--- src/hdl/blvw_map.svh ---
// Purpose : Offsets, field positions and reset values of the link,
//           product-data and upstream window 0 register bank.
// Assumes : Included by the sequencer, translator and register bank files.
// Notes   : Definitions only.
`ifndef BLVW_MAP_SVH
`define BLVW_MAP_SVH

// ==========================================================
// Register offsets (dword index = byte offset / 4)
`define BLVW_OFS_LINK_CFG0      8'hcc
`define BLVW_OFS_LINK_TIMERS    8'hd0
`define BLVW_OFS_LINK_RECOV     8'hd4
`define BLVW_OFS_PD_CAP         8'hd8
`define BLVW_OFS_PD_WORD        8'hdc
`define BLVW_OFS_WIN0_TBASE     8'he0
`define BLVW_OFS_WIN0_SETUP     8'he4

// ==========================================================
// Writable bit masks
`define BLVW_WMASK_LINK_CFG0    32'hffff_1fff
`define BLVW_WMASK_LINK_TIMERS  32'hffff_03ff
`define BLVW_WMASK_LINK_RECOV   32'h007f_7fff
`define BLVW_WMASK_PD_CAP       32'h80fc_0000
`define BLVW_WMASK_ALL          32'hffff_ffff

// ==========================================================
// Reset values
`define BLVW_RST_LINK_CFG0      32'h0400_1060
`define BLVW_RST_LINK_TIMERS    32'h0400_0217
`define BLVW_RST_LINK_RECOV     32'h0019_0254
`define BLVW_RST_ZERO           32'h0000_0000

// ==========================================================
// Fixed capability fields
`define BLVW_CAP_ID_PD          8'h03
`define BLVW_CAP_NEXT_PTR       8'hf0
`define BLVW_PD_EE_OFFSET       8'h40

// ==========================================================
// Field positions
`define BLVW_PD_ADDR_LSB        18
`define BLVW_PD_ADDR_MSB        23
`define BLVW_PD_OP_BIT          31
`define BLVW_WIN_LSB            12
`define BLVW_WIN_ENABLE_BIT     31
`define BLVW_WIN_FULL_4K        20'hfffff

`endif

--- src/hdl/blvw_pkg.sv ---
// Purpose : Types shared by the register bank and its helpers.
// Assumes : blvw_map.svh holds all numbers.
// Notes   : One-hot state codes written out.
package blvw_pkg;

    // ==========================================================
    // Product-data cycle sequencer states
    typedef enum logic [1:0] {
        BLVW_SEQ_IDLE = 2'b01,
        BLVW_SEQ_BUSY = 2'b10
    } blvw_seq_state_t;

    typedef logic [31:0] blvw_word_t;

endpackage : blvw_pkg

--- src/hdl/blvw_pd_seq.sv ---
// Purpose : Runs one EEPROM read or write cycle for product data.
// Assumes : EEPROM port logic shares clk_sys_in; done is one pulse.
// Notes   : Request level holds until the done pulse.
`timescale 1ns/100ps
`include "blvw_map.svh"

module blvw_pd_seq
    import blvw_pkg::*;
(
    // Clock and reset
    input  wire logic        clk_sys_in,
    input  wire logic        sys_rst_in,
    input  wire logic        ce_in,
    // Start from register bank
    input  wire logic        start_in,
    input  wire logic        write_in,
    input  wire logic [5:0]  pd_addr_in,
    input  wire logic [31:0] wdata_in,
    // EEPROM port
    output logic             ee_req_out,
    output logic             ee_we_out,
    output logic [7:0]       ee_addr_out,
    output logic [31:0]      ee_wdata_out,
    input  wire logic        ee_done_in,
    // Status
    output logic             busy_out
);

    blvw_seq_state_t state;

    // ==========================================================
    // Sequencer
    always_ff @(posedge clk_sys_in) begin
        if (sys_rst_in) begin
            state      <= BLVW_SEQ_IDLE;
            ee_req_out <= 1'b0;
        end else if (ce_in) begin
            unique case (state)
                BLVW_SEQ_IDLE: begin
                    if (start_in) begin
                        state      <= BLVW_SEQ_BUSY;
                        ee_req_out <= 1'b1;
                    end
                end
                BLVW_SEQ_BUSY: begin
                    if (ee_done_in) begin
                        state      <= BLVW_SEQ_IDLE;
                        ee_req_out <= 1'b0;
                    end
                end
                default: begin
                    state      <= BLVW_SEQ_IDLE;
                    ee_req_out <= 1'b0;
                end
            endcase
        end
    end

    // ==========================================================
    // Cycle parameters latched at start
    always_ff @(posedge clk_sys_in) begin
        if (sys_rst_in) begin
            ee_we_out    <= 1'b0;
            ee_addr_out  <= 8'h00;
            ee_wdata_out <= `BLVW_RST_ZERO;
        end else if (ce_in && start_in && state == BLVW_SEQ_IDLE) begin
            ee_we_out    <= write_in;
            // Product-data byte N sits past the EEPROM header
            ee_addr_out  <= {2'b00, pd_addr_in} + `BLVW_PD_EE_OFFSET;
            ee_wdata_out <= wdata_in;
        end
    end

    assign busy_out = (state == BLVW_SEQ_BUSY);

endmodule : blvw_pd_seq

--- src/hdl/blvw_xlate.sv ---
// Purpose : Upstream window 0 address translation.
// Assumes : Window hit decode is done by the caller.
// Notes   : One cycle of latency; result held in a register.
`timescale 1ns/100ps
`include "blvw_map.svh"

module blvw_xlate
    import blvw_pkg::*;
(
    // Clock and reset
    input  wire logic        clk_sys_in,
    input  wire logic        sys_rst_in,
    input  wire logic        ce_in,
    // Window setup
    input  wire logic [19:0] tbase_in,
    input  wire logic [18:0] size_mask_in,
    // Request
    input  wire logic        valid_in,
    input  wire logic [31:0] addr_in,
    // Result
    output logic             valid_out,
    output logic [31:0]      addr_out
);

    logic [19:0] sel;
    logic [31:0] next_addr;

    // Enabled upper bits come from the base, rest pass through
    always_comb begin
        sel = {1'b1, size_mask_in};
        if (addr_in[31:`BLVW_WIN_LSB] == 20'h00000) begin
            // Lowest 4K is never translated
            next_addr = addr_in;
        end else begin
            next_addr = {(addr_in[31:`BLVW_WIN_LSB] & ~sel)
                         | (tbase_in & sel),
                         addr_in[`BLVW_WIN_LSB-1:0]};
        end
    end

    always_ff @(posedge clk_sys_in) begin
        if (sys_rst_in) begin
            valid_out <= 1'b0;
            addr_out  <= `BLVW_RST_ZERO;
        end else if (ce_in) begin
            valid_out <= valid_in;
            if (valid_in) begin
                addr_out <= next_addr;
            end
        end
    end

endmodule : blvw_xlate

--- src/hdl/blvw_regs.sv ---
// Purpose : Configuration registers for link tuning, the product
//           data capability and upstream window 0.
// Assumes : Configuration accesses arrive as one-cycle strobes on
//           clk_sys_in; EEPROM port and translator share the clock.
// Notes   : Read data appear one cycle after the read strobe.
`timescale 1ns/100ps
`include "blvw_map.svh"

module blvw_regs
    import blvw_pkg::*;
(
    // Clock, reset, enable
    input  wire logic        clk_sys_in,
    input  wire logic        sys_rst_in,
    input  wire logic        ce_in,
    // Configuration access
    input  wire logic        cfg_wr_in,
    input  wire logic        cfg_rd_in,
    input  wire logic [7:0]  cfg_addr_in,
    input  wire logic [3:0]  cfg_be_in,
    input  wire logic [31:0] cfg_wdata_in,
    output logic [31:0]      cfg_rdata_out,
    output logic             cfg_rvalid_out,
    // Window 0 setup load (strap / serial load)
    input  wire logic        setup_load_in,
    input  wire logic [31:0] setup_value_in,
    // Link training controls
    output logic             hot_reset_en_out,
    output logic             loopback_en_out,
    output logic             crosslink_en_out,
    output logic             force_config_out,
    output logic             debug_sel_out,
    output logic [2:0]       lane_neg_tries_out,
    output logic [4:0]       ts1_count_out,
    output logic [15:0]      l1_entry_timer_out,
    output logic [9:0]       l0s_lifetime_out,
    output logic [15:0]      l1_lifetime_out,
    output logic [7:0]       clock_recovery_interval_out,
    output logic [6:0]       l0s_exit_latency_out,
    output logic [6:0]       l1_exit_latency_out,
    // EEPROM port
    output logic             ee_req_out,
    output logic             ee_we_out,
    output logic [7:0]       ee_addr_out,
    output logic [31:0]      ee_wdata_out,
    input  wire logic        ee_done_in,
    input  wire logic [31:0] ee_rdata_in,
    // Upstream window 0 translation
    input  wire logic        up_valid_in,
    input  wire logic [31:0] up_addr_in,
    output logic             up_valid_out,
    output logic [31:0]      up_addr_out
);

    // ==========================================================
    // Helpers

    // Byte-enable merge limited to writable bits
    function automatic blvw_word_t merge_be(
        input blvw_word_t old_v,
        input blvw_word_t new_v,
        input logic [3:0] be,
        input blvw_word_t wmask
    );
        blvw_word_t m;
        m = {{8{be[3]}}, {8{be[2]}}, {8{be[1]}}, {8{be[0]}}} & wmask;
        merge_be = (old_v & ~m) | (new_v & m);
    endfunction : merge_be

    function automatic logic hit(input logic [7:0] ofs);
        hit = (cfg_addr_in[7:2] == ofs[7:2]);
    endfunction : hit

    // ==========================================================
    // Storage
    blvw_word_t  link_training_config_0;
    blvw_word_t  link_lifetime_timers;
    blvw_word_t  link_recovery_latency;
    logic [5:0]  pd_addr;
    logic        product_data_op_flag;
    blvw_word_t  product_data_word;
    logic [19:0] win0_tbase;
    logic [1:0]  win0_addr_type;
    logic        win0_prefetch;
    logic [18:0] win0_size_mask;

    logic        pd_busy;
    logic        pd_start;
    logic        pd_done;
    logic        pd_op_wr;
    blvw_word_t  next_cap;
    blvw_word_t  rd_mux;
    blvw_word_t  setup_view;
    blvw_word_t  tbase_view;
    blvw_word_t  tbase_merged;
    logic [5:0]  next_pd_addr;

    assign pd_done = pd_busy && ee_done_in;

    // ==========================================================
    // Link tuning registers
    always_ff @(posedge clk_sys_in) begin
        if (sys_rst_in) begin
            link_training_config_0 <= `BLVW_RST_LINK_CFG0;
            link_lifetime_timers   <= `BLVW_RST_LINK_TIMERS;
            link_recovery_latency  <= `BLVW_RST_LINK_RECOV;
        end else if (ce_in && cfg_wr_in) begin
            if (hit(`BLVW_OFS_LINK_CFG0)) begin
                link_training_config_0 <= merge_be(
                    link_training_config_0, cfg_wdata_in, cfg_be_in,
                    `BLVW_WMASK_LINK_CFG0);
            end
            if (hit(`BLVW_OFS_LINK_TIMERS)) begin
                link_lifetime_timers <= merge_be(
                    link_lifetime_timers, cfg_wdata_in, cfg_be_in,
                    `BLVW_WMASK_LINK_TIMERS);
            end
            if (hit(`BLVW_OFS_LINK_RECOV)) begin
                link_recovery_latency <= merge_be(
                    link_recovery_latency, cfg_wdata_in, cfg_be_in,
                    `BLVW_WMASK_LINK_RECOV);
            end
        end
    end

    // ==========================================================
    // Link control outputs, straight from the registers
    assign hot_reset_en_out            = link_training_config_0[0];
    assign loopback_en_out             = link_training_config_0[1];
    assign crosslink_en_out            = link_training_config_0[2];
    assign force_config_out            = link_training_config_0[3];
    assign debug_sel_out               = link_training_config_0[4];
    assign lane_neg_tries_out          = link_training_config_0[7:5];
    assign ts1_count_out               = link_training_config_0[12:8];
    assign l1_entry_timer_out          = link_training_config_0[31:16];
    assign l0s_lifetime_out            = link_lifetime_timers[9:0];
    assign l1_lifetime_out             = link_lifetime_timers[31:16];
    assign clock_recovery_interval_out = link_recovery_latency[7:0];
    assign l0s_exit_latency_out        = link_recovery_latency[14:8];
    assign l1_exit_latency_out         = link_recovery_latency[22:16];

    // ==========================================================
    // Product-data capability
    // A start needs byte 3 written; new starts are ignored while busy
    // so the EEPROM never sees overlapping cycles.
    assign pd_start = ce_in && cfg_wr_in && cfg_be_in[3] && !pd_busy
                      && hit(`BLVW_OFS_PD_CAP);
    assign pd_op_wr = cfg_wdata_in[`BLVW_PD_OP_BIT];

    // New address must reach the sequencer in the starting write
    assign next_pd_addr = cfg_be_in[2]
                          ? cfg_wdata_in[`BLVW_PD_ADDR_MSB:`BLVW_PD_ADDR_LSB]
                          : pd_addr;

    always_ff @(posedge clk_sys_in) begin
        if (sys_rst_in) begin
            pd_addr <= 6'h00;
        end else if (ce_in && cfg_wr_in && cfg_be_in[2] && !pd_busy
                     && hit(`BLVW_OFS_PD_CAP)) begin
            pd_addr <= cfg_wdata_in[`BLVW_PD_ADDR_MSB:`BLVW_PD_ADDR_LSB];
        end
    end

    always_ff @(posedge clk_sys_in) begin
        if (sys_rst_in) begin
            product_data_op_flag <= 1'b0;
        end else if (ce_in) begin
            if (pd_done) begin
                // Read ends at 1, write ends at 0
                product_data_op_flag <= ~ee_we_out;
            end else if (pd_start) begin
                product_data_op_flag <= pd_op_wr;
            end
        end
    end

    // Completion load wins over a same-cycle software write
    always_ff @(posedge clk_sys_in) begin
        if (sys_rst_in) begin
            product_data_word <= `BLVW_RST_ZERO;
        end else if (ce_in) begin
            if (pd_done && !ee_we_out) begin
                product_data_word <= ee_rdata_in;
            end else if (cfg_wr_in && hit(`BLVW_OFS_PD_WORD)) begin
                product_data_word <= merge_be(
                    product_data_word, cfg_wdata_in, cfg_be_in,
                    `BLVW_WMASK_ALL);
            end
        end
    end

    blvw_pd_seq u_pd_seq (
        .clk_sys_in   (clk_sys_in),
        .sys_rst_in   (sys_rst_in),
        .ce_in        (ce_in),
        .start_in     (pd_start),
        .write_in     (pd_op_wr),
        .pd_addr_in   (next_pd_addr),
        .wdata_in     (product_data_word),
        .ee_req_out   (ee_req_out),
        .ee_we_out    (ee_we_out),
        .ee_addr_out  (ee_addr_out),
        .ee_wdata_out (ee_wdata_out),
        .ee_done_in   (ee_done_in),
        .busy_out     (pd_busy)
    );

    // ==========================================================
    // Upstream window 0 setup (read-only to configuration writes)
    always_ff @(posedge clk_sys_in) begin
        if (sys_rst_in) begin
            win0_addr_type <= 2'b00;
            win0_prefetch  <= 1'b0;
            win0_size_mask <= 19'h00000;
        end else if (ce_in && setup_load_in) begin
            win0_addr_type <= setup_value_in[2:1];
            win0_prefetch  <= setup_value_in[3];
            win0_size_mask <= setup_value_in[30:`BLVW_WIN_LSB];
        end
    end

    // Window enable has no storage: it always reads 1
    always_comb begin
        setup_view = `BLVW_RST_ZERO;
        setup_view[0]   = 1'b0;
        setup_view[2:1] = win0_addr_type;
        setup_view[3]   = win0_prefetch;
        if (win0_size_mask == 19'h00000) begin
            setup_view[31:`BLVW_WIN_LSB] = `BLVW_WIN_FULL_4K;
        end else begin
            setup_view[31:`BLVW_WIN_LSB] = {1'b1, win0_size_mask};
        end
    end

    // ==========================================================
    // Upstream window 0 translated base
    always_ff @(posedge clk_sys_in) begin
        if (sys_rst_in) begin
            win0_tbase <= 20'h00000;
        end else if (ce_in && cfg_wr_in && hit(`BLVW_OFS_WIN0_TBASE)) begin
            win0_tbase <= tbase_merged[31:`BLVW_WIN_LSB];
        end
    end

    assign tbase_view = {win0_tbase, 12'h000};
    assign tbase_merged = merge_be(tbase_view, cfg_wdata_in, cfg_be_in,
                                   {1'b1, win0_size_mask, 12'h000});

    blvw_xlate u_xlate (
        .clk_sys_in   (clk_sys_in),
        .sys_rst_in   (sys_rst_in),
        .ce_in        (ce_in),
        .tbase_in     (win0_tbase),
        .size_mask_in (win0_size_mask),
        .valid_in     (up_valid_in),
        .addr_in      (up_addr_in),
        .valid_out    (up_valid_out),
        .addr_out     (up_addr_out)
    );

    // ==========================================================
    // Read path
    always_comb begin
        next_cap = `BLVW_RST_ZERO;
        next_cap[7:0]  = `BLVW_CAP_ID_PD;
        next_cap[15:8] = `BLVW_CAP_NEXT_PTR;
        next_cap[`BLVW_PD_ADDR_MSB:`BLVW_PD_ADDR_LSB] = pd_addr;
        next_cap[`BLVW_PD_OP_BIT] = product_data_op_flag;
    end

    always_comb begin
        rd_mux = `BLVW_RST_ZERO;
        if (hit(`BLVW_OFS_LINK_CFG0)) begin
            rd_mux = link_training_config_0;
        end else if (hit(`BLVW_OFS_LINK_TIMERS)) begin
            rd_mux = link_lifetime_timers;
        end else if (hit(`BLVW_OFS_LINK_RECOV)) begin
            rd_mux = link_recovery_latency;
        end else if (hit(`BLVW_OFS_PD_CAP)) begin
            rd_mux = next_cap;
        end else if (hit(`BLVW_OFS_PD_WORD)) begin
            rd_mux = product_data_word;
        end else if (hit(`BLVW_OFS_WIN0_TBASE)) begin
            rd_mux = tbase_view;
        end else if (hit(`BLVW_OFS_WIN0_SETUP)) begin
            rd_mux = setup_view;
        end
    end

    // Byte enables only shape writes; reads return the whole word
    always_ff @(posedge clk_sys_in) begin
        if (sys_rst_in) begin
            cfg_rdata_out  <= `BLVW_RST_ZERO;
            cfg_rvalid_out <= 1'b0;
        end else if (ce_in) begin
            cfg_rvalid_out <= cfg_rd_in;
            if (cfg_rd_in) begin
                cfg_rdata_out <= rd_mux;
            end
        end
    end

endmodule : blvw_regs

--- config.mk ---
export PLATFORM = sky130hd
export DESIGN_NAME = blvw_regs
export DESIGN_NICKNAME = d
export VERILOG_FILES = /design/src/hdl/blvw_pkg.sv /design/src/hdl/blvw_pd_seq.sv /design/src/hdl/blvw_xlate.sv /design/src/hdl/blvw_regs.sv
export VERILOG_INCLUDE_DIRS = /design/src /design/src/hdl
export SDC_FILE = /design/constraint.sdc
export NUM_CORES = 1
export LEC_CHECK = 0
export ABC_AREA = 1
export BUFFER_PORTS_ARGS = -buffer_cell sky130_fd_sc_hd__clkbuf_2
export CAP_MARGIN = 0
export CORE_UTILIZATION = 35
export DETAILED_ROUTE_END_ITERATION = 10
export MAX_ROUTING_LAYER = met4
export SLEW_MARGIN = 10
export SYNTH_ARGS = -nofsm -noshare
export SYNTH_HDL_FRONTEND = slang
export SYNTH_HIERARCHICAL = 1
export SYNTH_SLANG_ARGS = --single-unit
--- constraint.sdc ---
create_clock -name clk_sys_in -period 5.2 [get_ports clk_sys_in]
set_clock_uncertainty 0.1 [all_clocks]
set_input_delay 0.52 -clock clk_sys_in [delete_from_list [all_inputs] [get_ports clk_sys_in]]
set_output_delay 0.52 -clock clk_sys_in [all_outputs]
set_load 0.005 [all_outputs]
==> impl_results.md <==
* Outcome: finished clean
* Vias in the first global route at 11272
* Post-synth EDFFs at 0
* Port bufs at 319
* Share of layout cells above drive strength 1 at 0.239
* Area contributors post-synth: dfxtp_1 45%, nand2_1 11%, o21ai_0 8.3%, a21oi_1 6.6%, nor2_1 6.5%
* CTS tree: built
* Vias post-DR at 12294
* P_leak at 0.00627 uW
* First drt pass iteration count at 5
* Fin. max-slew vios at 0
* Main synth FF type: dfxtp_1
* DRC at 0
* Core Area at 0.0327 mm2
* Final ANT Viol Nets at 0
* Reg clk slew, reported paths at 0.06 ns
* Total Neg Setup Slack at 0 ns
* Worst EP arrival at 3.03 ns
* YS warnings at 6
* Slew HR at 0.276
* Final worst-path cycle share at 0.507
* GRT Total Usage at 0.273
* Hold_buf cts at 0
* DRT iter0 DRCs at 1173
* CP Cell Sequence: inv_2 > nor2_1 > nand2_1 > or2_1 > inv_2 > o21ai_2 > inv_1 > o21ai_0 > a21oi_1
* Top-area cell type share of the netlist area at 0.455
* IO Pins at 333
* Fin nets at 2038
* Post-layout minimum cycle time at 2.64 ns
* Fin area at 0.0145 mm2
* Reg2reg setup slack at 2.56 ns
* Final hold vios at 0
* WP data required at 5.59 ns
* Pin count of the biggest net entering global routing at 74
* Initial antenna violation count at 1
* Wire length of the first global-routing pass at 68300 um
* Syn_nets at 1760
* Min-delay src: cfg_wdata_in[2]
* Area delta synth->final at 23.8%
* GRT Residual Overflow at 0
* # setup viols final at 0
* Post-Syn Instances at 1612
* TritonCTS Buffers at 31
* Worst min-delay path class: in -> reg
* Sequential area share after synthesis at 0.455
* Postcts setup bufs at 0
* Chip height at 185 um
* Fill count at 3448
* FF-to-FF Start: u_pd_seq/state[1]$_SDFFE_PP0P_
* Post_cts resized at 0
* Worst-Margin Slew at 1.08 ns
* #FFs+latches synth at 266
* Starting Density at 0.358
* Endpoint class of the critical path: flip-flop
* Max_cap viols at 0
* Worst-skew pair later-pin latency at 0.55 ns
* Mapped Area at 0.0117 mm2
* CP peak stage delay at 0.52 ns
* CP max-delay cell: inv_2
* Cell variety after synth at 41
* Num rows at 66
* DP Area at 0.0135 mm2
* Critical path buffer and inverter count at 3
* Worst r2r path cells at 9
* Clock Sinks at 266
* Syn avg cell area at 7.27 um2
* Die ar. at 0.0342 mm2
* Max Clk Rate at 379 MHz
* GP Congestion at 0.941
* Vias/cell at 5.22
* Async S/R FF share, synth at 0
* Unrepaired setup endpoints after global routing: no
* Worst IR drop on VDD at 0.229 mV
* Cell with the most instances on the worst path: inv_2
* Yosys top cell by area: dfxtp_1
* Clock root buffer: clkbuf_16
* WS Path Type: reg -> reg
* Critical Path Source Type: flip-flop
* Power per cell area at 314 mW/mm2
* Worst-case clock buffer depth at 3
* Routed len/inst at 20.0 um
* H-Tree Depth at 1
* Crit Path Max Fanout at 35
* Most instantiated cells after synthesis: 344 x nand2_1, 266 x dfxtp_1, 202 x nor2_1
* Post-detail-place hpwl at 35200 um
* Die X at 185 um
* Count leader, synth: nand2_1
* Detailed Route WL at 47100 um
* Largest delay share family, worst path: buffers and inverters
* Worst hold stages at 3
[placed cells by master (no fill, tap or decap), types with 8 or more instances in the layout]
master | Yosys | layout
inv_2 | 12 | 13
nand3_2 | 18 | 18
nand3_1 | 19 | 19
a21oi_1 | 155 | 155
clkbuf_8 | 0 | 8
a22oi_1 | 8 | 8
a211oi_1 | 29 | 29
clkbuf_1 | 47 | 13
dfxtp_1 | 266 | 266
o21ai_0 | 194 | 194
nor2_1 | 202 | 202
inv_1 | 130 | 129
nor3_1 | 20 | 20
o21ai_1 | 16 | 16
o211ai_1 | 24 | 24
a21oi_2 | 20 | 20
nand4_1 | 13 | 13
clkbuf_16 | 0 | 31
nand2_1 | 344 | 344
clkbuf_2 | 3 | 318
nand2_2 | 11 | 11
buf_4 | 2 | 13
[metal layers]
layer,up-vias,global-route usage,part of all wire
met3,87,0.0552,0.092
met2,610,0.424,0.45
met1,5687,0.349,0.42
li1,5910,-,-
met5,-,-,0
met4,0,0.102,0.036
[cell families after synthesis]
| logic type | Yosys count | synth area share |
|---|---|---|
| simple gates | 646 | 0.233 |
| flops | 266 | 0.455 |
| compound gates | 466 | 0.225 |
| buf+inv | 230 | 0.0836 |
| other cells | 1 | 0.000320 |
| mux | 3 | 0.00288 |
[worst max-delay path by stage]
stage / startpoint / end / slack, ns / cells after the start
2_1_floorplan: cfg_addr_in[5] / u_pd_seq/ee_wdata_out[15]$_SDFFE_PP0P_ / 3.02 / 9
3_3_place_gp: cfg_addr_in[5] / u_pd_seq/ee_addr_out[5]$_SDFFE_PP0P_ / 2.27 / 10
3_5_place_dp: cfg_addr_in[5] / u_pd_seq/ee_wdata_out[7]$_SDFFE_PP0P_ / 2.20 / 10
4_1_cts: u_pd_seq/state[1]$_SDFFE_PP0P_ / flip-flop / 2.62 / 9
5_1_grt: u_pd_seq/state[1]$_SDFFE_PP0P_ / flip-flop / 2.37 / 9
6_report: u_pd_seq/state[1]$_SDFFE_PP0P_ / flip-flop / 2.56 / 9
[through the flow]
| step | std cells | setup slack [ns] | utilization | hold slack [ns] | total power (uW) |
|---|---|---|---|---|---|
| 2_1_floorplan | 1612 | 3.02 | - | 0.336 | 2310 |
| 3_3_place_gp | 2299 | 2.27 | 0.413 | 0.353 | 2480 |
| 3_5_place_dp | 2299 | 2.20 | 0.413 | 0.352 | 2480 |
| 4_1_cts | 2355 | 2.62 | 0.443 | 0.0961 | 4570 |
| 5_1_grt | 2356 | 2.37 | 0.443 | 0.101 | 4710 |
| 6_report | 2356 | 2.56 | 0.443 | 0.106 | 4550 |
[power by group]
group	switching, uW	internal, uW
clock network	852	1260
registers	28.3	2080
logic	228	111
[tightest hold or removal path, stage by stage]
cell and delay, ns:
clkbuf_2 0.09, nand2_1 0.05, a21oi_1 0.05
[final cells by class]
class	instances	area [um2]	share of cell area
Sequential cell	266	5330	0.367
Inverter	144	543	0.0374
Clock inverter	4	45.0	0.00311
Tap cell	442	553	0.0381
Clock buffer	52	935	0.0644
Antenna cell	1	2.50	0.000173
Multi-Input combinational cell	1116	5410	0.373
Timing Repair Buffer	331	1690	0.116
(Power assumes the default switching activity.)
